## config.mk

```make
export PLATFORM = sky130hd
export DESIGN_NAME = bec_host_ctrl
export DESIGN_NICKNAME = d
export VERILOG_FILES = /design/src/bec_pkg.sv /design/src/bec_dev_access.sv /design/src/bec_host_ctrl.sv /design/src/bec_sync3.sv
export SDC_FILE = /design/constraint.sdc
export NUM_CORES = 1
export LEC_CHECK = 0
export ABC_AREA = 0
export ABC_CLOCK_PERIOD_IN_PS = 2300
export BUFFER_PORTS_ARGS = -buffer_cell sky130_fd_sc_hd__buf_2
export CAP_MARGIN = 20
export CORE_UTILIZATION = 50
export CTS_CLUSTER_DIAMETER = 60
export CTS_CLUSTER_SIZE = 14
export DETAILED_ROUTE_END_ITERATION = 10
export PLACE_DENSITY = 0.76
export SETUP_SLACK_MARGIN = 0.05
export SLEW_MARGIN = 25
export SYNTH_ARGS = -nofsm -noshare
export SYNTH_HDL_FRONTEND = slang
export SYNTH_SLANG_ARGS = --single-unit
```

## constraint.sdc

```tcl
create_clock -name ref_clk -period 2.3 [get_ports ref_clk]
set_clock_uncertainty 0.05 [all_clocks]
set_input_delay 0.115 -clock ref_clk [delete_from_list [all_inputs] [get_ports ref_clk]]
set_output_delay 0.115 -clock ref_clk [all_outputs]
set_load 0.1 [all_outputs]
```

## src/bec_pkg.sv

```systemverilog
package bec_pkg;

  // ----------------------------------------------------------------
  // Software register map
  // ----------------------------------------------------------------
  localparam logic [7:0] SW_CMD_OFS    = 8'h00;
  localparam logic [7:0] SW_CFG_OFS    = 8'h04;
  localparam logic [7:0] SW_LEN_OFS    = 8'h08;
  localparam logic [7:0] SW_STAT_OFS   = 8'h0c;
  localparam logic [7:0] SW_TXIMG_OFS  = 8'h10;
  localparam logic [7:0] SW_RXIMG_OFS  = 8'h14;

  // Command bits
  localparam int CMD_CFG_TX   = 0;
  localparam int CMD_CFG_RX   = 1;
  localparam int CMD_SEND     = 2;
  localparam int CMD_TXSTALL  = 3;
  localparam int CMD_TXRESUME = 4;
  localparam int CMD_RXSTALL  = 5;
  localparam int CMD_RXRESUME = 6;
  localparam int CMD_POLL     = 7;

  // Config register fields
  localparam int CFG_MAXP_W   = 11;
  localparam int CFG_DMA      = 11;
  localparam int CFG_IRQSUP   = 12;
  localparam int CFG_SHARED   = 13;
  localparam int CFG_DBUF     = 14;
  localparam int CFG_HS       = 15;
  localparam logic [15:0] CFG_RESET = 16'h0040;

  // Status register fields
  localparam int ST_BUSY      = 0;
  localparam int ST_TXSTALL   = 1;
  localparam int ST_RXSTALL   = 2;
  localparam int ST_RXPKT     = 3;
  localparam int ST_ERR_BUSY  = 4;
  localparam int ST_ERR_PARAM = 5;

  // ----------------------------------------------------------------
  // Device register map (word indices on the device port)
  // ----------------------------------------------------------------
  localparam logic [3:0] DEV_TX_MAXP  = 4'h0;
  localparam logic [3:0] DEV_TX_CSR   = 4'h1;
  localparam logic [3:0] DEV_RX_CSR   = 4'h2;
  localparam logic [3:0] DEV_TX_FSZ   = 4'h3;
  localparam logic [3:0] DEV_RX_FSZ   = 4'h4;
  localparam logic [3:0] DEV_RX_MAXP  = 4'h5;

  // Transmit control/status bits
  localparam int TX_LOADED    = 0;
  localparam int TX_OCCUPIED  = 1;
  localparam int TX_DISCARD   = 3;
  localparam int TX_STALLREQ  = 4;
  localparam int TX_STALLSENT = 5;
  localparam int TX_TOGRST    = 6;
  localparam int TX_IRQSUP    = 10;
  localparam int TX_FORCETOG  = 11;
  localparam int TX_DMA_REQUEST_ENABLE     = 12;
  localparam int TX_SHARED    = 13;
  localparam int TX_ISO       = 14;

  // Receive control/status bits
  localparam int RX_AVAIL     = 0;
  localparam int RX_DISCARD   = 4;
  localparam int RX_STALLREQ  = 5;
  localparam int RX_STALLSENT = 6;
  localparam int RX_TOGRST    = 7;
  localparam int RX_DMA_IRQ_SUPPRESS   = 11;
  localparam int RX_NYETDIS   = 12;
  localparam int RX_DMA_REQUEST_ENABLE     = 13;
  localparam int RX_ISO       = 14;

  // FIFO sizing double-buffer bit
  localparam int FSZ_DBUF     = 4;

  // ----------------------------------------------------------------
  // Types
  // ----------------------------------------------------------------
  typedef enum logic [3:0] {
    S_IDLE   = 4'b0000,
    S_MAXP   = 4'b0001,
    S_FSZ    = 4'b0011,
    S_CSR    = 4'b0010,
    S_RDBK   = 4'b0110,
    S_FLUSH  = 4'b0111,
    S_EVTX   = 4'b0100,
    S_EVTXC  = 4'b1100,
    S_EVRX   = 4'b1101,
    S_EVRXC  = 4'b1111
  } bec_state_t;

  typedef struct packed {
    logic        wr;
    logic [3:0]  addr;
    logic [15:0] wdata;
  } bec_acc_t;

endpackage

```

## src/bec_dev_access.sv

```systemverilog
`timescale 1ns/10ps
module bec_dev_access
  import bec_pkg::*;
(
  input  wire logic        ref_clk,
  input  wire logic        nrst,
  input  wire logic        start,
  input  wire bec_acc_t    req,
  output logic             done,
  output logic [15:0]      rdata,
  output logic [3:0]       dev_addr,
  output logic [15:0]      dev_wdata,
  output logic             dev_wr,
  output logic             dev_rd,
  input  wire logic [15:0] dev_rdata
);

  logic [1:0] phase;

  // ----------------------------------------------------------------
  // One device access: write strobe one cycle, read data one later
  // ----------------------------------------------------------------
  always_ff @(posedge ref_clk or negedge nrst) begin
    if (!nrst) begin
      phase     <= 2'h0;
      done      <= 1'b0;
      rdata     <= 16'h0000;
      dev_addr  <= 4'h0;
      dev_wdata <= 16'h0000;
      dev_wr    <= 1'b0;
      dev_rd    <= 1'b0;
    end else begin
      done   <= 1'b0;
      dev_wr <= 1'b0;
      dev_rd <= 1'b0;
      unique case (phase)
        2'h0: begin
          if (start) begin
            dev_addr  <= req.addr;
            dev_wdata <= req.wr ? req.wdata : 16'h0000;
            dev_wr    <= req.wr;
            dev_rd    <= !req.wr;
            phase     <= req.wr ? 2'h2 : 2'h1;
          end
        end
        2'h1: begin
          phase <= 2'h3;
        end
        2'h3: begin
          rdata <= dev_rdata;
          done  <= 1'b1;
          phase <= 2'h0;
        end
        2'h2: begin
          done  <= 1'b1;
          phase <= 2'h0;
        end
      endcase
    end
  end

endmodule // bec_dev_access

```

## src/bec_host_ctrl.sv

```systemverilog
`timescale 1ns/10ps
module bec_host_ctrl
  import bec_pkg::*;
(
  input  wire logic        ref_clk,
  input  wire logic        nrst,
  input  wire logic [7:0]  sw_addr,
  input  wire logic [31:0] sw_wdata,
  input  wire logic        sw_wr,
  input  wire logic        sw_rd,
  output logic [31:0]      sw_rdata,
  output logic [3:0]       dev_addr,
  output logic [15:0]      dev_wdata,
  output logic             dev_wr,
  output logic             dev_rd,
  input  wire logic [15:0] dev_rdata,
  input  wire logic        dev_irq
);

  // ----------------------------------------------------------------
  // Helpers
  // ----------------------------------------------------------------
  function automatic logic payload_ok(input logic [10:0] mp,
                                      input logic        hs);
    payload_ok = (mp == 11'h008) || (mp == 11'h010) ||
                 (mp == 11'h020) || (mp == 11'h040) ||
                 (hs && (mp == 11'h200));
  endfunction

  function automatic logic [15:0] tx_base(input logic [15:0] c,
                                          input logic        stall);
    logic [15:0] v;
    v = 16'h0000;
    v[TX_ISO]      = 1'b0;
    v[TX_SHARED]   = c[CFG_SHARED];
    v[TX_DMA_REQUEST_ENABLE]    = c[CFG_DMA];
    v[TX_FORCETOG] = 1'b0;
    v[TX_IRQSUP]   = c[CFG_DMA] & c[CFG_IRQSUP];
    v[TX_STALLREQ] = stall;
    tx_base = v;
  endfunction

  function automatic logic [15:0] rx_base(input logic [15:0] c,
                                          input logic        stall);
    logic [15:0] v;
    v = 16'h0000;
    v[RX_ISO]      = 1'b0;
    v[RX_DMA_REQUEST_ENABLE]    = c[CFG_DMA];
    v[RX_NYETDIS]  = 1'b0;
    v[RX_DMA_IRQ_SUPPRESS]  = 1'b0;
    v[RX_STALLREQ] = stall;
    rx_base = v;
  endfunction

  // ----------------------------------------------------------------
  // Declarations
  // ----------------------------------------------------------------
  bec_state_t  state;
  bec_state_t  next_state;
  logic [15:0] cfg;
  logic [10:0] pkt_len;
  logic [15:0] tx_img;
  logic [15:0] rx_img;
  logic        dir_rx;
  logic        tx_stall;
  logic        rx_stall;
  logic [1:0]  flushes;
  logic        pend;
  logic        acc_start;
  bec_acc_t    acc_req;
  logic        acc_done;
  logic [15:0] acc_rdata;
  logic        irq_lvl;
  logic        irq_prev;
  logic        evt_pend;
  logic        ev_txstall;
  logic        ev_rxstall;
  logic        ev_rxpkt;
  logic        err_busy;
  logic        err_param;
  logic [7:0]  cmd;
  logic        cmd_wr;
  logic        idle;
  logic        cmd_ok;
  logic        stat_clr;

  assign idle     = (state == S_IDLE) && !evt_pend;
  assign cmd_wr   = sw_wr && (sw_addr == SW_CMD_OFS);
  assign cmd      = sw_wdata[7:0];
  assign stat_clr = sw_wr && (sw_addr == SW_STAT_OFS);
  assign cmd_ok   = cmd_wr && idle &&
                    payload_ok(cfg[CFG_MAXP_W-1:0], cfg[CFG_HS]) &&
                    (pkt_len <= cfg[CFG_MAXP_W-1:0]);

  // ----------------------------------------------------------------
  // Sub-blocks
  // ----------------------------------------------------------------
  bec_sync3 u_irq_sync (
    .ref_clk (ref_clk),
    .nrst    (nrst),
    .pin     (dev_irq),
    .level   (irq_lvl)
  );

  bec_dev_access u_acc (
    .ref_clk   (ref_clk),
    .nrst      (nrst),
    .start     (acc_start),
    .req       (acc_req),
    .done      (acc_done),
    .rdata     (acc_rdata),
    .dev_addr  (dev_addr),
    .dev_wdata (dev_wdata),
    .dev_wr    (dev_wr),
    .dev_rd    (dev_rd),
    .dev_rdata (dev_rdata)
  );

  // ----------------------------------------------------------------
  // Software-written registers
  // ----------------------------------------------------------------
  always_ff @(posedge ref_clk or negedge nrst) begin
    if (!nrst) begin
      cfg     <= CFG_RESET;
      pkt_len <= 11'h000;
    end else if (sw_wr && idle) begin
      if (sw_addr == SW_CFG_OFS) begin
        cfg <= sw_wdata[15:0];
      end
      if (sw_addr == SW_LEN_OFS) begin
        pkt_len <= sw_wdata[10:0];
      end
    end
  end

  // ----------------------------------------------------------------
  // Command decode and sequencer
  // ----------------------------------------------------------------
  always_comb begin
    next_state = state;
    acc_start  = 1'b0;
    acc_req    = '{wr: 1'b0, addr: DEV_TX_CSR, wdata: 16'h0000};
    unique case (state)
      S_IDLE: begin
        if (evt_pend) begin
          next_state = S_EVTX;
        end else if (cmd_ok && (cmd[CMD_CFG_TX] || cmd[CMD_CFG_RX])) begin
          next_state = S_MAXP;
        end else if (cmd_ok && cmd[CMD_POLL]) begin
          next_state = S_EVTX;
        end else if (cmd_ok && |cmd[CMD_RXRESUME:CMD_SEND]) begin
          next_state = S_CSR;
        end
      end
      S_MAXP: begin
        acc_start = !pend;
        acc_req   = '{wr: 1'b1, addr: dir_rx ? DEV_RX_MAXP : DEV_TX_MAXP,
                      wdata: {5'h00, cfg[CFG_MAXP_W-1:0]}};
        if (acc_done) next_state = S_FSZ;
      end
      S_FSZ: begin
        acc_start = !pend;
        acc_req   = '{wr: 1'b1, addr: dir_rx ? DEV_RX_FSZ : DEV_TX_FSZ,
                      wdata: 16'(cfg[CFG_DBUF]) << FSZ_DBUF};
        if (acc_done) next_state = S_CSR;
      end
      S_CSR: begin
        acc_start = !pend;
        acc_req.wr = 1'b1;
        acc_req.addr = dir_rx ? DEV_RX_CSR : DEV_TX_CSR;
        acc_req.wdata = dir_rx ? rx_base(cfg, rx_stall)
                               : tx_base(cfg, tx_stall);
        if (flushes == 2'h3) begin
          acc_req.wdata[TX_LOADED] = 1'b1;
        end else if (flushes == 2'h2) begin
          acc_req.wdata[dir_rx ? RX_TOGRST : TX_TOGRST] = 1'b1;
        end
        if (acc_done) next_state = (flushes == 2'h2) ? S_RDBK : S_IDLE;
      end
      S_RDBK: begin
        acc_start = !pend;
        acc_req   = '{wr: 1'b0, addr: dir_rx ? DEV_RX_CSR : DEV_TX_CSR,
                      wdata: 16'h0000};
        if (acc_done) begin
          if ((dir_rx ? acc_rdata[RX_AVAIL] : acc_rdata[TX_OCCUPIED]) &&
              (flushes != 2'h0)) begin
            next_state = S_FLUSH;
          end else begin
            next_state = S_IDLE;
          end
        end
      end
      S_FLUSH: begin
        acc_start = !pend;
        acc_req.wr = 1'b1;
        acc_req.addr = dir_rx ? DEV_RX_CSR : DEV_TX_CSR;
        acc_req.wdata = dir_rx ? rx_base(cfg, rx_stall)
                               : tx_base(cfg, tx_stall);
        acc_req.wdata[dir_rx ? RX_DISCARD : TX_DISCARD] = 1'b1;
        if (acc_done) next_state = S_RDBK;
      end
      S_EVTX: begin
        acc_start = !pend;
        acc_req   = '{wr: 1'b0, addr: DEV_TX_CSR, wdata: 16'h0000};
        if (acc_done) begin
          next_state = acc_rdata[TX_STALLSENT] ? S_EVTXC : S_EVRX;
        end
      end
      S_EVTXC: begin
        acc_start = !pend;
        acc_req   = '{wr: 1'b1, addr: DEV_TX_CSR,
                      wdata: tx_base(cfg, tx_stall)};
        if (acc_done) next_state = S_EVRX;
      end
      S_EVRX: begin
        acc_start = !pend;
        acc_req   = '{wr: 1'b0, addr: DEV_RX_CSR, wdata: 16'h0000};
        if (acc_done) begin
          next_state = acc_rdata[RX_STALLSENT] ? S_EVRXC : S_IDLE;
        end
      end
      S_EVRXC: begin
        acc_start = !pend;
        acc_req   = '{wr: 1'b1, addr: DEV_RX_CSR,
                      wdata: rx_base(cfg, rx_stall)};
        if (acc_done) next_state = S_IDLE;
      end
      default: begin
        next_state = S_IDLE;
      end
    endcase
  end

  always_ff @(posedge ref_clk or negedge nrst) begin
    if (!nrst) begin
      state <= S_IDLE;
      pend  <= 1'b0;
    end else begin
      state <= next_state;
      if (acc_done) begin
        pend <= 1'b0;
      end else if (acc_start) begin
        pend <= 1'b1;
      end
    end
  end

  // ----------------------------------------------------------------
  // Operation context: direction, flush budget, stall requests
  // ----------------------------------------------------------------
  always_ff @(posedge ref_clk or negedge nrst) begin
    if (!nrst) begin
      dir_rx   <= 1'b0;
      flushes  <= 2'h0;
      tx_stall <= 1'b0;
      rx_stall <= 1'b0;
    end else if (state == S_IDLE && !evt_pend && cmd_ok) begin
      dir_rx  <= cmd[CMD_CFG_RX] || cmd[CMD_RXSTALL] || cmd[CMD_RXRESUME];
      flushes <= 2'h0;
      if (cmd[CMD_CFG_TX] || cmd[CMD_CFG_RX]) begin
        flushes <= 2'h2;
      end else if (cmd[CMD_SEND]) begin
        flushes <= 2'h3;
      end else if (cmd[CMD_TXRESUME] || cmd[CMD_RXRESUME]) begin
        flushes <= 2'h2;
      end
      if (cmd[CMD_TXSTALL]) tx_stall <= 1'b1;
      if (cmd[CMD_TXRESUME]) tx_stall <= 1'b0;
      if (cmd[CMD_RXSTALL]) rx_stall <= 1'b1;
      if (cmd[CMD_RXRESUME]) rx_stall <= 1'b0;
    end else if (state == S_RDBK && acc_done) begin
      flushes <= (flushes == 2'h2 && cfg[CFG_DBUF]) ? 2'h1 : 2'h0;
    end
  end

  // ----------------------------------------------------------------
  // Device interrupt capture and images
  // ----------------------------------------------------------------
  always_ff @(posedge ref_clk or negedge nrst) begin
    if (!nrst) begin
      irq_prev <= 1'b0;
      evt_pend <= 1'b0;
    end else begin
      irq_prev <= irq_lvl;
      if (irq_lvl && !irq_prev) begin
        evt_pend <= 1'b1;
      end else if (state == S_IDLE) begin
        evt_pend <= 1'b0;
      end
    end
  end

  always_ff @(posedge ref_clk or negedge nrst) begin
    if (!nrst) begin
      tx_img <= 16'h0000;
      rx_img <= 16'h0000;
    end else if (acc_done && state == S_EVTX) begin
      tx_img <= acc_rdata;
    end else if (acc_done && state == S_EVRX) begin
      rx_img <= acc_rdata;
    end
  end

  // ----------------------------------------------------------------
  // Sticky events and errors; a set in the clear cycle wins
  // ----------------------------------------------------------------
  always_ff @(posedge ref_clk or negedge nrst) begin
    if (!nrst) begin
      ev_txstall <= 1'b0;
      ev_rxstall <= 1'b0;
      ev_rxpkt   <= 1'b0;
      err_busy   <= 1'b0;
      err_param  <= 1'b0;
    end else begin
      if (stat_clr && sw_wdata[ST_TXSTALL]) ev_txstall <= 1'b0;
      if (stat_clr && sw_wdata[ST_RXSTALL]) ev_rxstall <= 1'b0;
      if (stat_clr && sw_wdata[ST_RXPKT]) ev_rxpkt <= 1'b0;
      if (stat_clr && sw_wdata[ST_ERR_BUSY]) err_busy <= 1'b0;
      if (stat_clr && sw_wdata[ST_ERR_PARAM]) err_param <= 1'b0;
      if (acc_done && state == S_EVTX && acc_rdata[TX_STALLSENT]) begin
        ev_txstall <= 1'b1;
      end
      if (acc_done && state == S_EVRX && acc_rdata[RX_STALLSENT]) begin
        ev_rxstall <= 1'b1;
      end
      if (acc_done && state == S_EVRX && acc_rdata[RX_AVAIL]) begin
        ev_rxpkt <= 1'b1;
      end
      if (cmd_wr && !idle) begin
        err_busy <= 1'b1;
      end
      if (cmd_wr && idle && !cmd_ok) begin
        err_param <= 1'b1;
      end
    end
  end

  // ----------------------------------------------------------------
  // Software read port
  // ----------------------------------------------------------------
  always_ff @(posedge ref_clk or negedge nrst) begin
    if (!nrst) begin
      sw_rdata <= 32'h0000_0000;
    end else if (sw_rd) begin
      unique case (sw_addr)
        SW_CFG_OFS:   sw_rdata <= {16'h0000, cfg};
        SW_LEN_OFS:   sw_rdata <= {21'h000000, pkt_len};
        SW_STAT_OFS:  sw_rdata <= {26'h0000000, err_param, err_busy,
                                   ev_rxpkt, ev_rxstall, ev_txstall,
                                   !idle};
        SW_TXIMG_OFS: sw_rdata <= {16'h0000, tx_img};
        SW_RXIMG_OFS: sw_rdata <= {16'h0000, rx_img};
        default:      sw_rdata <= 32'h0000_0000;
      endcase
    end else begin
      sw_rdata <= 32'h0000_0000;
    end
  end

endmodule // bec_host_ctrl

```

## src/bec_sync3.sv

```systemverilog
`timescale 1ns/10ps
module bec_sync3
  import bec_pkg::*;
(
  input  wire logic ref_clk,
  input  wire logic nrst,
  input  wire logic pin,
  output logic      level
);

  logic s1;
  logic s2;
  logic s3;

  // ----------------------------------------------------------------
  // Three stages; accept a change once stages two and three agree
  // ----------------------------------------------------------------
  always_ff @(posedge ref_clk or negedge nrst) begin
    if (!nrst) begin
      s1    <= 1'b0;
      s2    <= 1'b0;
      s3    <= 1'b0;
      level <= 1'b0;
    end else begin
      s1 <= pin;
      s2 <= s1;
      s3 <= s2;
      if (s2 == s3) begin
        level <= s3;
      end
    end
  end

endmodule // bec_sync3

```

Word-level counts from Yosys, hierarchy flattened
Cells that the tools add are included.
- reductions and logical operators: 68
- bitwise gates (word level): 4
- multiplexer cells: 69
- magnitude comparators: 5
- equal/unequal tests: 36
- operators by type and width (kind ; number):
    $pmux 21 s8 ; 1
    $pmux 16 s5 ; 1
    $mux 4 ; 14
    $mux 16 ; 3
    $pmux 4 s10 ; 1
    $mux 1 ; 31
    $logic_and 1x1->1 ; 30
    $reduce_bool 2->1 ; 11
    $ne 2x1->1 const B ; 9
    $eq 8x4->1 const B ; 2
    $eq 8x5->1 const B ; 2
    $mux 2 ; 8
    $or 14x16->16 ; 1
    $or 16x16->16 ; 1
    $mux 15 ; 1
    $mux 3 ; 5
    $mux 14 ; 1
    $eq 4x3->1 const B ; 3
    $eq 4x4->1 const B ; 3
    $reduce_and 2->1 ; 6
    $eq 11x10->1 const B ; 1
    $eq 11x4->1 const B ; 1
    $eq 11x5->1 const B ; 1
    $eq 11x6->1 const B ; 1
    25 further kinds ; 44
- output and inout port bits: 54
- bits in registers: 137
- word-level logic and storage cells: 211

Longest topological paths before layout
- depth in word-level cells: 13
- mapped depth: 10
- depth with buffers taken out: 8

By module
From an unflattened synthesis, not the netlist that was laid out.
- cell total of the unflattened synthesis: 659
- area total of the unflattened synthesis: 6711.4 um^2
- by module, submodules not included (module ; cells each ; times used ; area an instance (um^2) ; sequential area each (um^2)):
    bec_host_ctrl ; 530 ; 1 ; 4961.0 ; 2303.5
    bec_dev_access ; 124 ; 1 ; 1639.1 ; 1026.0
    bec_sync3 ; 5 ; 1 ; 111.4 ; 100.1

Worst setup path after synthesis
Ideal clock, no wire load.
- path type: reg2reg
- start point: reg state[2]
- end point: reg state[0]
- stages on the path, launching flop included: 8
- arrival time: 2.160 ns
- slack: -0.035 ns
- required time: 2.125 ns
- path buffers: 1
- clock period less this slack: 2.335 ns
- cell sequence: dfrtp_1 -> buf_6 -> or2_4 -> or3_4 -> or3_4 -> a211oi_2 -> a22o_2 -> mux2_2
- word-level cells in the longest chain between the ends: 10
- elaborated cells between the ends (all ways): 32
- those cells by class: eq/ne: 19; mux: 4; reduce/logical: 9
- ends and longest elaborated chain (item ; line ; text):
    start: declaration ; bec_host_ctrl.sv:58 ; bec_state_t state;
    start signal: assignment ; bec_host_ctrl.sv:239 ; state <= next_state;
    $logic_not 4->1 ; bec_host_ctrl.sv:87, bec_host_ctrl.sv:143 ;
    $logic_and 1x1->1 ; bec_host_ctrl.sv:87 ; assign idle = (state == S_IDLE) && !evt_pend;
    $logic_and 1x1->1 (2 in series) ; bec_host_ctrl.sv:91 ; assign cmd_ok = cmd_wr && idle &&
    $logic_and 1x1->1 ; bec_host_ctrl.sv:92 ; payload_ok(cfg[CFG_MAXP_W-1:0], cfg[CFG_HS]) &&
    $logic_and 1x1->1 ; bec_host_ctrl.sv:149 ; end else if (cmd_ok && cmd[CMD_POLL]) begin
    $mux 4 ; bec_host_ctrl.sv:149 ;
    $mux 4 ; bec_host_ctrl.sv:147 ; end else if (cmd_ok && (cmd[CMD_CFG_TX] || cmd[CMD_CFG_RX])) begin
    $mux 4 ; bec_host_ctrl.sv:145 ; if (evt_pend) begin
    $pmux 4 s10 ; bec_host_ctrl.sv:143 ; unique case (state)
Parallel ways exist; a longest one is shown, timed or not.
A chain may end at the register's enable or synchronous reset.

Worst setup path in the final report
Ends and elaborated chain as after synthesis.

==> metrics.md <==
| Metric | Value |
|---|---|
| Status | finished, violations left |
| Failing checks | negative setup slack |
| Max_slew headroom | 0.5363 |
| Internal | ~5.5 mW |
| CP Launch Type | flop |
| CTS root buffer | clkbuf_16 |
| Crit path required time | between 2 and 3 ns |
| Type of the worst setup path | reg -> reg |
| Placed insts | ~820 |
| Number of nets with antenna violations after routing | 0 |
| Detail Placement HPWL | between 10000 and 15000 um |
| Worst-Margin Slew | ~0.70 ns |
| Final slew viol count | 0 |
| Worst-path clk slew | 0.06 ns |
| Flop pwr share | 0.375 |
| Final Power | ~8.7 mW |
| Mapped Cells | roughly 570 |
| Clock Sink Count | 133 |
| Leak Pwr | 3.875 nW |
| Chip width | about 110 um |
| Die area | about 13000 um^2 |
| Clock power share | 0.294 |
| Via count | between 5000 and 6000 |
| Hold Vio Cnt, Final | 0 |
| Via density | 5.662 |
| DRC violations left | 0 |
| Synthesis-to-layout area growth | 28.37% |
| CP Buf/Inv Count | 0 |
| Net Sw Power | 3.210 mW |
| Die Ht | roughly 110 um |
| Distinct cells, synth | 60 |
| Worst hold path class | in -> reg |
| Switching share of power | 0.3704 |
| Peak supply drop | between 0.0005 and 0.0006 V |
| Final worst slack | -0.02946 ns |
| Worst path most repeated cell | or3_4 |
| CTS max path bufs | 2 |
| Syn_area_per_cell | between 10 and 15 um^2 |
| GP Congestion | roughly 0.87 |
| I/O pin total | 115 |
| Wire per inst | approximately 19 um |
| Min Tclk post-route | 2.329 ns |
| DR iter-0 viols | around 580 |
| Global route total overflow | 0 |
| Num CTS Buffers | 17 |
| Setup Viol. Count Final | 2 |
| Setup crit start | state[2] |
| Cell Rows | 40 |
| Worst-Skew Late Latency | around 0.42 ns |
| Final std cells w/o fill | just under 900 |
| Max-cap viol count | 0 |
| CP Capture Type | flop |
| Gr usage total | 0.2721 |
| Synth top area cells | dfrtp_1 53%, mux2_2 10%, nand2_1 5.1% |
| WP data arrival | 2.58 ns |
| Hold slack | 0.08000 ns |
| CORE AREA | between 10000 and 15000 um^2 |
| Crit Path Max Fanout | 4 |
| # H-tree levels | 4 |
| Synthesized flop and latch total | 133 |
| RSZ-0062 raised after global routing | true |
| Logic pwr share | 0.332 |
| N_diodes | 0 |
| Final WL | 16380 um |
| Largest net degree at the start of global routing | approximately 130 |
| HP Start | sw_rd |
| Synthesized cell area | between 6000 and 7000 um^2 |
| Setup TNS | -0.04829 ns |
| Syn. warnings | 0 |
| Pwr/cell area | between 1000 and 1500 nW/um^2 |
| Post-synth top flop | dfrtp_1 |
| Top cell type's share of synthesized area | 0.5345 |
| Input/output buffers | slightly below 80 |
| Final cycle utilization of the critical path | 1.013 |
| Count leader, synth | dfrtp_1 |
| Sequential fraction of the synthesis area | 0.5388 |
| Most instantiated cells after synthesis | 132 x dfrtp_1, 84 x nand2_1, 55 x mux2_2 |
| Slowest CP cell | or3_4 |
| Post-synth EDFFs | 0 |
| Ys async rst share | 1.000 |
| Leading area contributor after synthesis | dfrtp_1 |
| Final #Nets | 798 |
| CTS tree | yes |
| Drt pass-1 iters | 8 |
| Max incr delay on CP | 0.38 ns |
| First-pass GRT wire length | ~26000 um |
| Largest delay share family, worst path | simple AND/OR/NAND/NOR gates |
| Fmax | around 430 MHz |
| Cells along the critical path | or2_4 -> or3_4 -> or3_4 -> a211oi_2 -> a22o_2 -> mux2_4 |
| Initial Util | 0.5145 |
| Crit Reg-Reg Startpoint | state[2] |
| Share of layout cells above drive strength 1 | 0.3134 |
| Vias in the first global route | 5027 |
| Initial antenna violation count | 0 |
[power groups by stage]
| stage | registers [mW] | logic (mW) | clock network, mW |
|---|---|---|---|
| after global placement | 3.24 | 2.71 | 0 |
| final | 3.25 | 2.88 | 2.54 |
| after detailed placement | 3.28 | 2.76 | 0 |
| after global routing | 3.31 | 3.06 | 2.68 |
| after floorplan | 3.91 | 1.41 | 0 |
| after CTS | 3.24 | 2.85 | 2.58 |
[worst reg2reg max path: stages (launching register included)]
cell	delay (ns)
dfrtp_1	0.37
or2_4	0.25
or3_4	0.38
or3_4	0.38
a211oi_2	0.21
a22o_2	0.26
mux2_4	0.32
[final timing paths]
path	endpoint	slack, ns	cells after the start
worst max register to register	state[0]	-0.03	6
worst max-delay path	state[0]	-0.03	6
min in group asynchronous	u_acc.rdata[0]	0.28	3
worst min-delay path	sw_rdata[8]	0.08	4
worst min register to register	u_irq_sync.s2	0.30	0
max in group asynchronous	pkt_len[6]	1.39	3
[flip-flops by register name (all words and copies together), names as in the netlist, 2 cells and up]
signal	flops
cfg	16
flushes	2
pkt_len	11
rx_img	16
state	4
sw_rdata	16
tx_img	16
u_acc.dev_addr	3
u_acc.dev_wdata	13
u_acc.phase	2
u_acc.rdata	16
[final cells by class]
| class | instances | area (um^2) |
|---|---|---|
| clock buffers | 21 | 440.4 |
| clock inverters | 9 | 106.4 |
| fillers | 912 | 4079 |
| inverters | 21 | 78.83 |
| multi-input cells | 391 | 2660 |
| flip-flops and latches | 133 | 3329 |
| well taps | 147 | 183.9 |
| repair buffers | 162 | 1134 |
[metrics by stage]
stage | instance area, um^2 | util | setup WS, ns
global route | 7933 | 0.6604 | -0.04551
finish | 7933 | 0.6604 | -0.02946
detailed placement | 6965 | 0.5799 | -0.09130
floorplan | 6260 | - | 0.02168
global placement | 6965 | 0.5799 | -0.01475
CTS | 7873 | 0.6554 | -0.002166
[what timing repair did]
item,4_1_cts,5_1_grt
pin swaps,9,5
endpoints found under the setup margin,3,11
buffers inserted,0,2
hold endpoints to repair,180,0
hold buffers,34,0
resized for setup,4,9
[per-layer routing]
| metal | vias up | GRT usage | routed length (um) |
|---|---|---|---|
| met3 | 27 | 0.05892 | 1108 |
| li1 | 2325 | - | - |
| met5 | - | 0 | 0 |
| met2 | 215 | 0.4368 | 7791 |
| met4 | 0 | 0.08860 | 243 |
| met1 | 2438 | 0.3698 | 7233 |
[kinds of logic after synthesis]
family,Yosys count,share of synthesized area
and+or+nand+nor,167,0.1249
muxes,62,0.1116
xor gates and xnor gates,1,0.001418
adders and majority gates,12,0.02389
buffers and inverters,66,0.05426
DFF,133,0.5388
other,1,0.0006068
AOI/OAI and AO/OA,129,0.1446
[placed cells by master (no fill, tap or decap), drive strengths merged, types with 3 or more instances in the layout]
master	count
dlygate4sd3	34
nor3	8
nor2b	5
a21o	3
o21ai	33
clkbuf	21
a222oi	12
a22o	11
nand2b	3
or2	5
buf	128
nor2	30
a211oi	4
mux2i	7
conb	20
nand3	4
inv	22
clkinv	3
nand4	5
mux2	55
o31ai	4
a22oi	8
and2	3
and3	5
ha	11
dfrtp	132
a21oi	31
clkinvlp	3
or3	3
a211o	4
nand2	84
nor4	4
Note: power is estimated with default switching activity, not from simulation.
